$ cat src/design/pms_pkg.sv
// Constants shared by the power monitor scaling register block
// Functional notes
// - A written value shows in its register within 4 us of the end of the write transaction.
// - Power and current results reset to zero and current stays zero while the scale factor is zero.
// - Configuration at pointer 00 is read/write, resets to 399F and holds reset, range, gain and ADC settings.
// - Bus voltage is 4 mV per count so the power step is exactly 20 times the current step.
// - Scale factor is trunc(0.04096 / (current step x shunt ohms)) and the device scales current with it.
// - Current result saturates at 32767 counts, and at -32768 for negative results.
// - Pointers 01 and 02 return the latest shunt and bus results and are read-only.
// - Pointer 05 is the writable scale factor setting current and power range, reset 0000.
// - Writing one to configuration bit 15 restores all registers to defaults and the bit clears itself.
`default_nettype none
package pms_pkg;
    // -----------------------------------------------------------------
    // Register map
    // -----------------------------------------------------------------
    localparam int          REG_W         = 16;
    localparam int          PTR_W         = 8;
    localparam logic [7:0]  PTR_CONFIG    = 8'h00;
    localparam logic [7:0]  PTR_SHUNT     = 8'h01;
    localparam logic [7:0]  PTR_BUS       = 8'h02;
    localparam logic [7:0]  PTR_POWER     = 8'h03;
    localparam logic [7:0]  PTR_CURRENT   = 8'h04;
    localparam logic [7:0]  PTR_SCALE     = 8'h05;
    localparam logic [15:0] CONFIG_RESET  = 16'h399F;
    localparam logic [15:0] RESULT_RESET  = 16'h0000;
    localparam logic [15:0] SCALE_RESET   = 16'h0000;
    localparam int          CFG_FULL_RST  = 15;
    // Bus count sits above three status bits
    localparam int          BUS_CNT_LSB   = 3;
    // -----------------------------------------------------------------
    // Arithmetic
    // -----------------------------------------------------------------
    localparam int          SCALE_SHIFT   = 12;
    localparam int          POWER_DIV     = 5000;
    localparam logic [15:0] CUR_POS_MAX   = 16'h7FFF;
    localparam logic [15:0] CUR_NEG_MIN   = 16'h8000;
    localparam logic [15:0] POWER_MAX     = 16'hFFFF;
    // -----------------------------------------------------------------
    // Timing
    // -----------------------------------------------------------------
    localparam int          CLK_PERIOD_NS = 4;
    localparam int          WR_VISIBLE_US = 4;
    localparam int          WR_VISIBLE_CYC = (WR_VISIBLE_US * 1000) / CLK_PERIOD_NS;
endpackage
`default_nettype wire

$ cat src/design/pms_write_stage.sv
// Write capture stage between the serial front end and the register bank
`default_nettype none
module pms_write_stage (
    input  wire logic        i_clk_sys,
    input  wire logic        i_resetn,
    input  wire logic        i_wr,
    input  wire logic [7:0]  i_ptr,
    input  wire logic [15:0] i_wdata,
    output logic             o_apply,
    output logic [7:0]       o_ptr,
    output logic [15:0]      o_data
);
    logic        apply_reg;
    logic        apply_next;
    logic [7:0]  ptr_reg;
    logic [7:0]  ptr_next;
    logic [15:0] data_reg;
    logic [15:0] data_next;

    // -----------------------------------------------------------------
    // Capture
    // -----------------------------------------------------------------
    // One stage keeps the decode off the front-end path; far below 4 us
    always_comb begin
        apply_next = i_wr;
        ptr_next   = i_wr ? i_ptr : ptr_reg;
        data_next  = i_wr ? i_wdata : data_reg;
    end

    always_ff @(posedge i_clk_sys) begin
        if (!i_resetn) begin
            apply_reg <= 1'b0;
            ptr_reg   <= 8'h00;
            data_reg  <= 16'h0000;
        end else begin
            apply_reg <= apply_next;
            ptr_reg   <= ptr_next;
            data_reg  <= data_next;
        end
    end

    assign o_apply = apply_reg;
    assign o_ptr   = ptr_reg;
    assign o_data  = data_reg;

    a_wr_forward: assert property (@(posedge i_clk_sys) disable iff (!i_resetn)
        i_wr |=> (o_apply && o_ptr == $past(i_ptr) && o_data == $past(i_wdata)))
        else $error("write not forwarded next cycle");
endmodule
`default_nettype wire

$ cat src/design/pms_scale_calc.sv
// Current and power scaling from shunt count, bus count and scale factor
`default_nettype none
module pms_scale_calc (
    input  wire logic        i_clk_sys,
    input  wire logic        i_resetn,
    input  wire logic        i_clear,
    input  wire logic        i_start,
    input  wire logic [15:0] i_shunt,
    input  wire logic [15:0] i_bus,
    input  wire logic [15:0] i_scale,
    output logic [15:0]      o_current,
    output logic [15:0]      o_power,
    output logic             o_done
);
    logic [15:0] cur_reg;
    logic [15:0] cur_next;
    logic [15:0] pow_reg;
    logic [15:0] pow_next;
    logic        stg_reg;
    logic        stg_next;
    logic        done_reg;
    logic        done_next;
    logic [15:0] bus_reg;
    logic [15:0] bus_next;

    // -----------------------------------------------------------------
    // Arithmetic helpers
    // -----------------------------------------------------------------
    function automatic logic [15:0] scale_current(input logic [15:0] sh, input logic [15:0] sc);
        logic signed [33:0] prod;
        logic signed [33:0] q;
        prod = $signed({{18{sh[15]}}, sh}) * $signed({18'h00000, sc});
        q    = prod >>> pms_pkg::SCALE_SHIFT;
        if (q > 34'sd32767)
            return pms_pkg::CUR_POS_MAX;
        else if (q < -34'sd32768)
            return pms_pkg::CUR_NEG_MIN;
        else
            return q[15:0];
    endfunction

    function automatic logic [15:0] scale_power(input logic [15:0] cur, input logic [15:0] bus);
        logic [15:0] mag;
        logic [31:0] prod;
        logic [31:0] q;
        mag  = cur[15] ? 16'(-cur) : cur;
        prod = 32'(mag) * 32'(bus >> pms_pkg::BUS_CNT_LSB);
        q    = prod / 32'(pms_pkg::POWER_DIV);
        return (q > 32'(pms_pkg::POWER_MAX)) ? pms_pkg::POWER_MAX : q[15:0];
    endfunction

    // -----------------------------------------------------------------
    // Two stage pipeline: current, then power from the saturated current
    // -----------------------------------------------------------------
    always_comb begin
        cur_next  = cur_reg;
        pow_next  = pow_reg;
        bus_next  = bus_reg;
        stg_next  = i_start;
        done_next = stg_reg;
        if (i_start) begin
            cur_next = scale_current(i_shunt, i_scale);
            bus_next = i_bus;
        end
        if (stg_reg)
            pow_next = scale_power(cur_reg, bus_reg);
        if (i_clear) begin
            cur_next  = pms_pkg::RESULT_RESET;
            pow_next  = pms_pkg::RESULT_RESET;
            stg_next  = 1'b0;
            done_next = 1'b0;
        end
    end

    always_ff @(posedge i_clk_sys) begin
        if (!i_resetn) begin
            cur_reg  <= 16'h0000;
            pow_reg  <= 16'h0000;
            bus_reg  <= 16'h0000;
            stg_reg  <= 1'b0;
            done_reg <= 1'b0;
        end else begin
            cur_reg  <= cur_next;
            pow_reg  <= pow_next;
            bus_reg  <= bus_next;
            stg_reg  <= stg_next;
            done_reg <= done_next;
        end
    end

    assign o_current = cur_reg;
    assign o_power   = pow_reg;
    assign o_done    = done_reg;

    a_cur_saturate: assert property (@(posedge i_clk_sys) disable iff (!i_resetn)
        (i_start && !i_clear && !i_shunt[15] && i_scale != 16'h0000
         && (34'(i_shunt) * 34'(i_scale)) >= 34'h8000000)
        |=> o_current == 16'h7FFF)
        else $error("current did not saturate at 32767");

    a_power_scale: assert property (@(posedge i_clk_sys) disable iff (!i_resetn)
        (stg_reg && !i_clear && !cur_reg[15])
        |=> 32'(o_power) == (32'($past(cur_reg)) * 32'($past(bus_reg) >> 3)) / 32'd5000)
        else $error("power is not current times bus over 5000");
endmodule
`default_nettype wire

$ cat src/design/pms_regs_top.sv
// Register bank of the scaling engine behind the serial pointer port
`default_nettype none
module pms_regs_top (
    input  wire logic        i_clk_sys,
    input  wire logic        i_resetn,
    input  wire logic        i_ptr_load,
    input  wire logic        i_host_wr,
    input  wire logic [7:0]  i_host_ptr,
    input  wire logic [15:0] i_host_wdata,
    input  wire logic        i_meas_valid,
    input  wire logic [15:0] i_shunt_code,
    input  wire logic [15:0] i_bus_code,
    output logic [15:0]      o_host_rdata,
    output logic [15:0]      o_config,
    output logic             o_full_reset,
    output logic             o_results_done
);
    logic [15:0] cfg_reg;
    logic [15:0] cfg_next;
    logic [15:0] scale_reg;
    logic [15:0] scale_next;
    logic [15:0] shunt_reg;
    logic [15:0] shunt_next;
    logic [15:0] bus_reg;
    logic [15:0] bus_next;
    logic [7:0]  ptr_reg;
    logic [7:0]  ptr_next;
    logic [15:0] rdata_reg;
    logic [15:0] rdata_next;
    logic        frst_reg;
    logic        frst_next;
    logic        ap_valid;
    logic [7:0]  ap_ptr;
    logic [15:0] ap_data;
    logic        soft_rst;
    logic [15:0] cur_val;
    logic [15:0] pow_val;
    logic        calc_done;
    logic [15:0] cur_vis;

    // -----------------------------------------------------------------
    // Write stage and scaling pipeline
    // -----------------------------------------------------------------
    pms_write_stage u_wr (
        .i_clk_sys (i_clk_sys),
        .i_resetn  (i_resetn),
        .i_wr      (i_host_wr),
        .i_ptr     (i_host_ptr),
        .i_wdata   (i_host_wdata),
        .o_apply   (ap_valid),
        .o_ptr     (ap_ptr),
        .o_data    (ap_data)
    );

    // Full-reset request decoded straight from the applied write
    assign soft_rst = ap_valid && ap_ptr == pms_pkg::PTR_CONFIG
                      && ap_data[pms_pkg::CFG_FULL_RST];

    pms_scale_calc u_calc (
        .i_clk_sys (i_clk_sys),
        .i_resetn  (i_resetn),
        .i_clear   (soft_rst),
        .i_start   (i_meas_valid && !soft_rst),
        .i_shunt   (i_shunt_code),
        .i_bus     (i_bus_code),
        .i_scale   (scale_reg),
        .o_current (cur_val),
        .o_power   (pow_val),
        .o_done    (calc_done)
    );

    // A zeroed scale factor blanks current even for results already held
    assign cur_vis = (scale_reg == pms_pkg::SCALE_RESET) ? pms_pkg::RESULT_RESET : cur_val;

    // -----------------------------------------------------------------
    // Register bank
    // -----------------------------------------------------------------
    always_comb begin
        cfg_next   = cfg_reg;
        scale_next = scale_reg;
        shunt_next = shunt_reg;
        bus_next   = bus_reg;
        ptr_next   = ptr_reg;
        frst_next  = soft_rst;
        if (i_ptr_load || i_host_wr)
            ptr_next = i_host_ptr;
        if (i_meas_valid) begin
            shunt_next = i_shunt_code;
            bus_next   = i_bus_code;
        end
        if (soft_rst) begin
            cfg_next   = pms_pkg::CONFIG_RESET;
            scale_next = pms_pkg::SCALE_RESET;
            shunt_next = pms_pkg::RESULT_RESET;
            bus_next   = pms_pkg::RESULT_RESET;
        end else if (ap_valid) begin
            if (ap_ptr == pms_pkg::PTR_CONFIG)
                cfg_next = ap_data;
            else if (ap_ptr == pms_pkg::PTR_SCALE)
                scale_next = ap_data;
            // Result and unmapped pointers drop the write
        end
    end

    always_comb begin
        if (ptr_reg == pms_pkg::PTR_CONFIG)
            rdata_next = cfg_reg;
        else if (ptr_reg == pms_pkg::PTR_SHUNT)
            rdata_next = shunt_reg;
        else if (ptr_reg == pms_pkg::PTR_BUS)
            rdata_next = bus_reg;
        else if (ptr_reg == pms_pkg::PTR_POWER)
            rdata_next = pow_val;
        else if (ptr_reg == pms_pkg::PTR_CURRENT)
            rdata_next = cur_vis;
        else if (ptr_reg == pms_pkg::PTR_SCALE)
            rdata_next = scale_reg;
        else
            rdata_next = 16'h0000;
    end

    always_ff @(posedge i_clk_sys) begin
        if (!i_resetn) begin
            cfg_reg   <= pms_pkg::CONFIG_RESET;
            scale_reg <= pms_pkg::SCALE_RESET;
            shunt_reg <= pms_pkg::RESULT_RESET;
            bus_reg   <= pms_pkg::RESULT_RESET;
            ptr_reg   <= pms_pkg::PTR_CONFIG;
            rdata_reg <= pms_pkg::RESULT_RESET;
            frst_reg  <= 1'b0;
        end else begin
            cfg_reg   <= cfg_next;
            scale_reg <= scale_next;
            shunt_reg <= shunt_next;
            bus_reg   <= bus_next;
            ptr_reg   <= ptr_next;
            rdata_reg <= rdata_next;
            frst_reg  <= frst_next;
        end
    end

    assign o_host_rdata   = rdata_reg;
    assign o_config       = cfg_reg;
    assign o_full_reset   = frst_reg;
    assign o_results_done = calc_done;

    // -----------------------------------------------------------------
    // Checks
    // -----------------------------------------------------------------
    localparam int WR_MAX = pms_pkg::WR_VISIBLE_CYC;

    a_wr_visible: assert property (@(posedge i_clk_sys) disable iff (!i_resetn)
        (i_host_wr && i_host_ptr == 8'h05 && !i_ptr_load)
        |-> ##[1:WR_MAX] scale_reg == $past(i_host_wdata, 2))
        else $error("scale write not visible in time");

    a_cfg_write: assert property (@(posedge i_clk_sys) disable iff (!i_resetn)
        (ap_valid && ap_ptr == 8'h00 && !ap_data[15]) |=> cfg_reg == $past(ap_data))
        else $error("configuration write lost");

    a_cfg_por: assert property (@(posedge i_clk_sys)
        !i_resetn |=> (cfg_reg == 16'h399F && scale_reg == 16'h0000 && o_host_rdata == 16'h0000))
        else $error("reset values wrong");

    a_full_reset: assert property (@(posedge i_clk_sys) disable iff (!i_resetn)
        soft_rst |=> (cfg_reg == 16'h399F && !cfg_reg[15] && scale_reg == 16'h0000 && o_full_reset))
        else $error("full reset did not restore defaults");

    a_cur_zero_cal: assert property (@(posedge i_clk_sys) disable iff (!i_resetn)
        (scale_reg == 16'h0000 && ptr_reg == 8'h04) |=> o_host_rdata == 16'h0000)
        else $error("current nonzero with zero scale factor");

    a_result_ro: assert property (@(posedge i_clk_sys) disable iff (!i_resetn)
        (ap_valid && (ap_ptr == 8'h01 || ap_ptr == 8'h02) && !i_meas_valid)
        |=> (shunt_reg == $past(shunt_reg) && bus_reg == $past(bus_reg)))
        else $error("result register took a host write");

    a_unmapped_zero: assert property (@(posedge i_clk_sys) disable iff (!i_resetn)
        (ptr_reg > 8'h05) |=> o_host_rdata == 16'h0000)
        else $error("unmapped pointer read nonzero");

    a_unmapped_wr: assert property (@(posedge i_clk_sys) disable iff (!i_resetn)
        (ap_valid && ap_ptr > 8'h05) |=> (cfg_reg == $past(cfg_reg) && scale_reg == $past(scale_reg)))
        else $error("unmapped write disturbed a register");

    a_scale_write: assert property (@(posedge i_clk_sys) disable iff (!i_resetn)
        (ap_valid && ap_ptr == 8'h05) |=> scale_reg == $past(ap_data))
        else $error("scale factor write lost");
endmodule
`default_nettype wire

$ cat config.mk
export PLATFORM = sky130hd
export DESIGN_NAME = pms_regs_top
export DESIGN_NICKNAME = d
export VERILOG_FILES = /design/src/design/pms_pkg.sv /design/src/design/pms_write_stage.sv /design/src/design/pms_scale_calc.sv /design/src/design/pms_regs_top.sv
export SDC_FILE = /design/constraint.sdc
export NUM_CORES = 2
export LEC_CHECK = 0
export BUFFER_PORTS_ARGS = -buffer_cell sky130_fd_sc_hd__clkbuf_2
export CAP_MARGIN = 5
export CORE_MARGIN = 2
export CORE_UTILIZATION = 35
export CTS_CLUSTER_DIAMETER = 200
export DETAILED_ROUTE_END_ITERATION = 8
export GPL_TIMING_DRIVEN = 0
export HOLD_SLACK_MARGIN = 0.08
export PLACE_DENSITY = 0.5
export SETUP_SLACK_MARGIN = 0.5
export SLEW_MARGIN = 20
export SYNTH_ARGS = -nofsm -noshare
export SYNTH_HDL_FRONTEND = slang
export SYNTH_SLANG_ARGS = --single-unit
$ cat constraint.sdc
create_clock -name i_clk_sys -period 22.5 [get_ports i_clk_sys]
set_input_delay 1.125 -clock i_clk_sys [delete_from_list [all_inputs] [get_ports i_clk_sys]]
set_output_delay 1.125 -clock i_clk_sys [all_outputs]
set_load 0.01 [all_outputs]
======== Word level (Yosys, flattened, before mapping) ========
Cells that the tools add are included.
word-level totals
  bits in registers ....................... 164
  input bits .............................. 61
  output and inout port bits .............. 34
cells by class
  add/subtract/negate cells ............... 1
  $mul .................................... 2
  div/mod/pow operators ................... 1
  order comparisons ....................... 3
  eq/ne operators ......................... 6
  muxes and demuxes ....................... 11
  bitwise operators ....................... 2
  reduce and logical (&&, ||, !) cells .... 11
operator list
  operator                                                                           number
  16-bit two-way mux                                                                 11
  16-bit by 17-bit multiplier with 33-bit output                                     1
  32-bit by 13-bit divider with 32-bit output, second input constant                 1
  32-bit by 16-bit greater-than comparator with 1-bit output, second input constant  1
  16-bit by 13-bit multiplier with 29-bit output                                     1
  8-bit by 3-bit equality test with 1-bit output, second input constant              3
  21-bit by 16-bit greater-than comparator with 1-bit output, second input constant  1
  21-bit by 16-bit less-than comparator with 1-bit output, second input constant     1
  8-bit by 2-bit equality test with 1-bit output, second input constant              2
  16-bit zero test                                                                   1
  8-bit zero test                                                                    2
  16-bit negator                                                                     1
  8-bit by 1-bit equality test with 1-bit output, second input constant              1
  1-bit logical AND                                                                  3
  3-bit AND reduction                                                                1
  1-bit NOT                                                                          2
  2-bit AND reduction                                                                1
  2-bit OR reduction                                                                 1
  1-bit zero test                                                                    1
  1-bit logical OR                                                                   1

======== Depth between registers and ports, before layout ========
  depth in word-level cells ............... 7
  mapped depth ............................ 84
  depth with buffers taken out ............ 72

======== Modules after synthesis ========
From an unflattened synthesis, not the netlist that was laid out.
unflattened totals
  cell total of the unflattened synthesis .. 3,390
  area total of the unflattened synthesis .. 28,474.8 um^2
modules (own cells, without submodules)
  module           times used  cells each  area each (um^2)
  pms_scale_calc   1           2,925       23,689.0
  pms_regs_top     1           386         3,829.9
  pms_write_stage  1           79          955.9

======== Least setup slack after synthesis ========
OpenSTA, ideal clock, no wires.
  path type ............................... register to register
  start ................................... register u_calc.cur_reg[2], in the netlist u_calc.o_current[2]
  end ..................................... register u_calc.pow_reg[0], in the netlist u_calc.o_power[0]
  arrival ................................. 19.999 ns
  data required time ...................... 22.416 ns
  slack ................................... 2.417 ns
  cell stages (with the launch flop) ...... 78
  period minus slack after synthesis ...... 20.083 ns
  cells stage by stage .................... dfxtp_1 -> or3_1 -> or2_2 -> nor2_1 -> nand3_1 -> or3_1 -> o31ai_1 -> xnor2_1 -> clkbuf_1 -> nand2_1 -> fa_1 -> inv_1 -> fa_1 -> fa_1 -> fa_1 -> inv_1 -> fa_1 -> inv_1 -> [42 not listed] -> a41oi_2 -> or3_4 -> a2111oi_4 -> nor3_1 -> o2111ai_1 -> xnor2_1 -> o2111ai_2 -> and3b_1 -> or4b_4 -> a2111oi_4 -> a31oi_1 -> xor2_1 -> a32oi_2 -> a21oi_1 -> a2111oi_0 -> a311oi_1 -> o221a_1 -> o31ai_2
on the way
  longest elaborated chain between the ends .. 6
ends and longest elaborated chain
  element                                                     line                  RTL
  from (decl)                                                 pms_scale_calc.sv:15  logic [15:0] cur_reg;
  from (signal assigned)                                      pms_scale_calc.sv:83  cur_reg <= cur_next;
  16-bit negator                                              pms_scale_calc.sv:46  mag = cur[15] ? 16'(-cur) : cur;
  16-bit two-way mux (*)                                      pms_scale_calc.sv:46
  16-bit by 13-bit multiplier with 29-bit output (*)          pms_scale_calc.sv:47  prod = 32'(mag) * 32'(bus >> pms_pkg::BUS_CNT_LSB);
  32-bit by 13-bit divider with 32-bit output (*)             pms_scale_calc.sv:48  q = prod / 32'(pms_pkg::POWER_DIV);
  32-bit by 16-bit greater-than comparator with 1-bit output  pms_scale_calc.sv:49  return (q > 32'(pms_pkg::POWER_MAX)) ? pms_pkg::POWER_MAX : q[15:0];
  16-bit two-way mux (*)                                      pms_scale_calc.sv:49
  to (signal assigned)                                        pms_scale_calc.sv:84  pow_reg <= pow_next;
  to (decl)                                                   pms_scale_calc.sv:17  logic [15:0] pow_reg;
Mark *: on every way between the ends. The rest lies on a longest branch, timed or not.
A chain may end at the register's enable or synchronous reset.

======== Worst setup path after layout ========
Same ends and word-level chain as after synthesis.

==> summary.md <==
| Metric | Value |
|---|---|
| Post-synthesis register bit count | `161` |
| Master cell of the clock root buffer | `sky130_fd_sc_hd__clkbuf_16` |
| Pre-CTS WS | `-3.26 ns` |
| CTS H-tree depth | `4` |
| Max Freq | `46.7 MHz` |
| Status | `complete, no violations` |
| Setup TNS | `0 ns` |
| Total Routed Length | `94.2 mm` |
| Max_slew headroom | `0.159` |
| Final critical-path share of the clock period | `0.952` |
| Master of the slowest instance on the critical path | `sky130_fd_sc_hd__or4b_4` |
| Post-route ant nets | `0` |
| Initial drt markers | `1571` |
| Final setup margin | `1.08 ns` |
| Clock buffers created by TritonCTS | `17` |
| Util after Layout | `0.417` |
| Critical path's largest stage delay | `0.57 ns` |
| Number of search-and-repair iterations in the first detailed-routing pass | `8` |
| Worst setup path category | `flop to flop` |
| Number of distinct library cells after synthesis | `131` |
| Vias per cell | `5.33` |
| Cell Rows | `104` |
| Clock transition at path regs | `0.07 ns` |
| Layout cells sized above 1 | `0.162` |
| Routed length per placed instance | `19.8 µm` |
| Data required time at the worst endpoint | `22.81 ns` |
| Pin count of the biggest net entering global routing | `17` |
| Biggest fanout along the worst timing path | `9` |
| Max-slew violation count | `0` |
| Vias in the first global route | `24988` |
| Synth async-reset ratio | `0` |
| Number of design rule violations left after detail routing | `0` |
| Post-Route Skew | `0.0167 ns` |
| Time the worst path needs with I/O delays and setup | `21.42 ns` |
| Total number of clock tree sinks | `161` |
| Cell area after synthesis | `28500 µm²` |
| Setup-violating endpoint count in the final report | `0` |
| Die X | `289 µm` |
| Synthesized area per cell | `8.23 µm²` |
| Die outline height | `289 µm` |
| Number of failing hold endpoints at the final stage | `0` |
| Total routing resource utilization after global routing | `0.222` |
| Most frequently used flop master after synthesis | `sky130_fd_sc_hd__dfxtp_1` |
| Tightest Pin Transition | `1.25 ns` |
| Layout overhead on the synthesized area | `17.8%` |
| Half-perimeter wire length after placement | `76.2 mm` |
| Part of the Yosys area used for sequential elements | `0.113` |
| Number of max-cap violations | `0` |
| Area inside the core boundary | `80500 µm²` |
| WP data arrival | `21.73 ns` |
| Post-synthesis instance total | `3462` |
| Initial Util | `0.354` |
| Clk Latency, worst-skew pair | `0.43 ns` |
| Synthesized netlist net count | `4064` |
| First-pass GRT wire length | `146 mm` |
| Clock tree from TritonCTS | `yes` |
| Final weighted congestion in routability-driven placement | `0.871` |
| Area enclosed by the die boundary | `83700 µm²` |
| Unrepaired setup endpoints after global routing | `false` |
| Maximum root-to-sink buffer count | `2` |
| Number of buffers added on ports | `87` |
| Startpoint class of the critical path | `flop` |
| Total number of vias | `25397` |
| Hold/Removal Path Class | `flop to flop` |
| Antenna violations before repair | `6` |
| Endpoint class of the critical path | `flop` |
| Synth warnings | `0` |
| Total congestion overflow after global routing | `0` |
| Number of primary I/O pins | `95` |
| Number of enable-type register cells in the synthesized netlist | `0` |
| Critical path's most frequent cell | `sky130_fd_sc_hd__buf_4` |
| Count of nets after finishing | `4289` |
==> kinds of logic (layout without fill, tap and decap cells) <==
group | Yosys count | count (layout) | synth area share
and+or+nand+nor | 1175 | 1175 | 0.208
adders and majority gates | 548 | 548 | 0.331
buffers and inverters | 658 | 896 | 0.0894
other | 0 | 4 | 0
AOI/OAI and AO/OA | 688 | 688 | 0.178
muxes | 115 | 115 | 0.0430
DFF | 161 | 161 | 0.113
xor gates and xnor gates | 117 | 117 | 0.0372
==> cells in the mapped netlist (all sizes together), types with 18 or more instances <==
cell type / instances / area share
a21boi: 31 / 0.0083
nand2: 449 / 0.059
o21ai: 133 / 0.024
a21o: 24 / 0.0063
buf: 36 / 0.0074
and2: 242 / 0.053
o21a: 19 / 0.0050
o211ai: 22 / 0.0065
xor2: 28 / 0.0089
a211oi: 32 / 0.0097
fa: 347 / 0.24
xnor2: 88 / 0.028
a21oi: 166 / 0.032
or3: 18 / 0.0043
dfxtp: 161 / 0.11
ha: 194 / 0.085
nand3: 59 / 0.010
clkbuf: 146 / 0.019
nor2b: 41 / 0.0090
nand2b: 33 / 0.0072
inv: 476 / 0.063
nor2: 161 / 0.021
mux2i: 100 / 0.035
nor4: 22 / 0.0062
or2: 20 / 0.0044
and3: 26 / 0.0057
nor3: 41 / 0.0083
a31oi: 34 / 0.0077
==> stage by stage <==
| step | instances | area [µm²] | hold WS [ns] |
|---|---|---|---|
| finish | 4764 | 33600 | 0.463 |
| global route | 4762 | 33600 | 0.494 |
| CTS | 4673 | 31700 | 0.460 |
| detailed placement | 4609 | 30300 | 0.453 |
| global placement | 4609 | 30300 | 0.445 |
| floorplan | 3462 | 28500 | 0.435 |
==> cell usage in the layout (no fill, tap or decap), types with 28 or more instances in the layout <==
cell	synthesis	final
sky130_fd_sc_hd__nor3_1	35	28
sky130_fd_sc_hd__ha_1	194	191
sky130_fd_sc_hd__nand2b_1	33	32
sky130_fd_sc_hd__xnor2_1	86	69
sky130_fd_sc_hd__nor2_1	161	157
sky130_fd_sc_hd__and2_1	239	237
sky130_fd_sc_hd__inv_1	475	475
sky130_fd_sc_hd__nand3_1	59	53
sky130_fd_sc_hd__clkbuf_1	145	127
sky130_fd_sc_hd__dfxtp_1	161	159
sky130_fd_sc_hd__fa_1	347	347
sky130_fd_sc_hd__mux2i_1	100	87
sky130_fd_sc_hd__a21oi_1	155	137
sky130_fd_sc_hd__nand2_1	447	439
sky130_fd_sc_hd__buf_4	10	131
sky130_fd_sc_hd__clkbuf_2	1	100
sky130_fd_sc_hd__nor2b_1	41	41
sky130_fd_sc_hd__o21ai_0	104	97
==> critical path, delay by kind of cell (launching register included) <==
family	cells	cell delay, ns
buf+inv	17	2.22
compound gates	34	8.58
xor+xnor	1	0.15
flops	1	0.38
fa+ha+maj	6	2.80
simple gates	26	7.14
==> cell type report <==
| cell class | instances | area, µm² |
|---|---|---|
| clock inverter | 12 | 119 |
| buffer | 182 | 841 |
| inverter | 476 | 1790 |
| sequential | 161 | 3230 |
| antenna | 4 | 10.0 |
| tap | 1060 | 1330 |
| timing repair buffer | 206 | 1360 |
| clock buffer | 20 | 447 |
| fill | 8318 | 47000 |
| multi-input combinational | 2643 | 24500 |
==> routing by layer <==
metal / part of all wire / global-route usage / vias to the layer above
met5: 0.00023 / 0 / -
li1: - / - / 12074
met2: 0.48 / 0.381 / 582
met4: 0.028 / 0.0580 / 4
met1: 0.44 / 0.299 / 12626
met3: 0.045 / 0.0216 / 111
==> path summary, 6_finish.rpt <==
kind	from	depth (start not counted)	slack [ns]	to
worst max register to register	u_calc.o_current[2]	84	1.08	u_calc.o_power[0]
worst max-delay path	u_calc.o_current[2]	84	1.08	u_calc.o_power[0]
worst min-delay path	ptr_reg[6]	2	0.46	ptr_reg[6]
worst min register to register	ptr_reg[6]	2	0.46	ptr_reg[6]
==> repair_timing <==
action,in CTS,in global routing
hold buffers,0,0
setup endpoints to repair,4,3
resized for setup,129,244
pin swaps,23,102
setup buffers,32,86
endpoints found under the hold margin,0,0
cloned,0,1
Power is left out: the tool's default activity adds up to more than one toggle a clock period on the data nets, which glitch-free logic cannot reach.
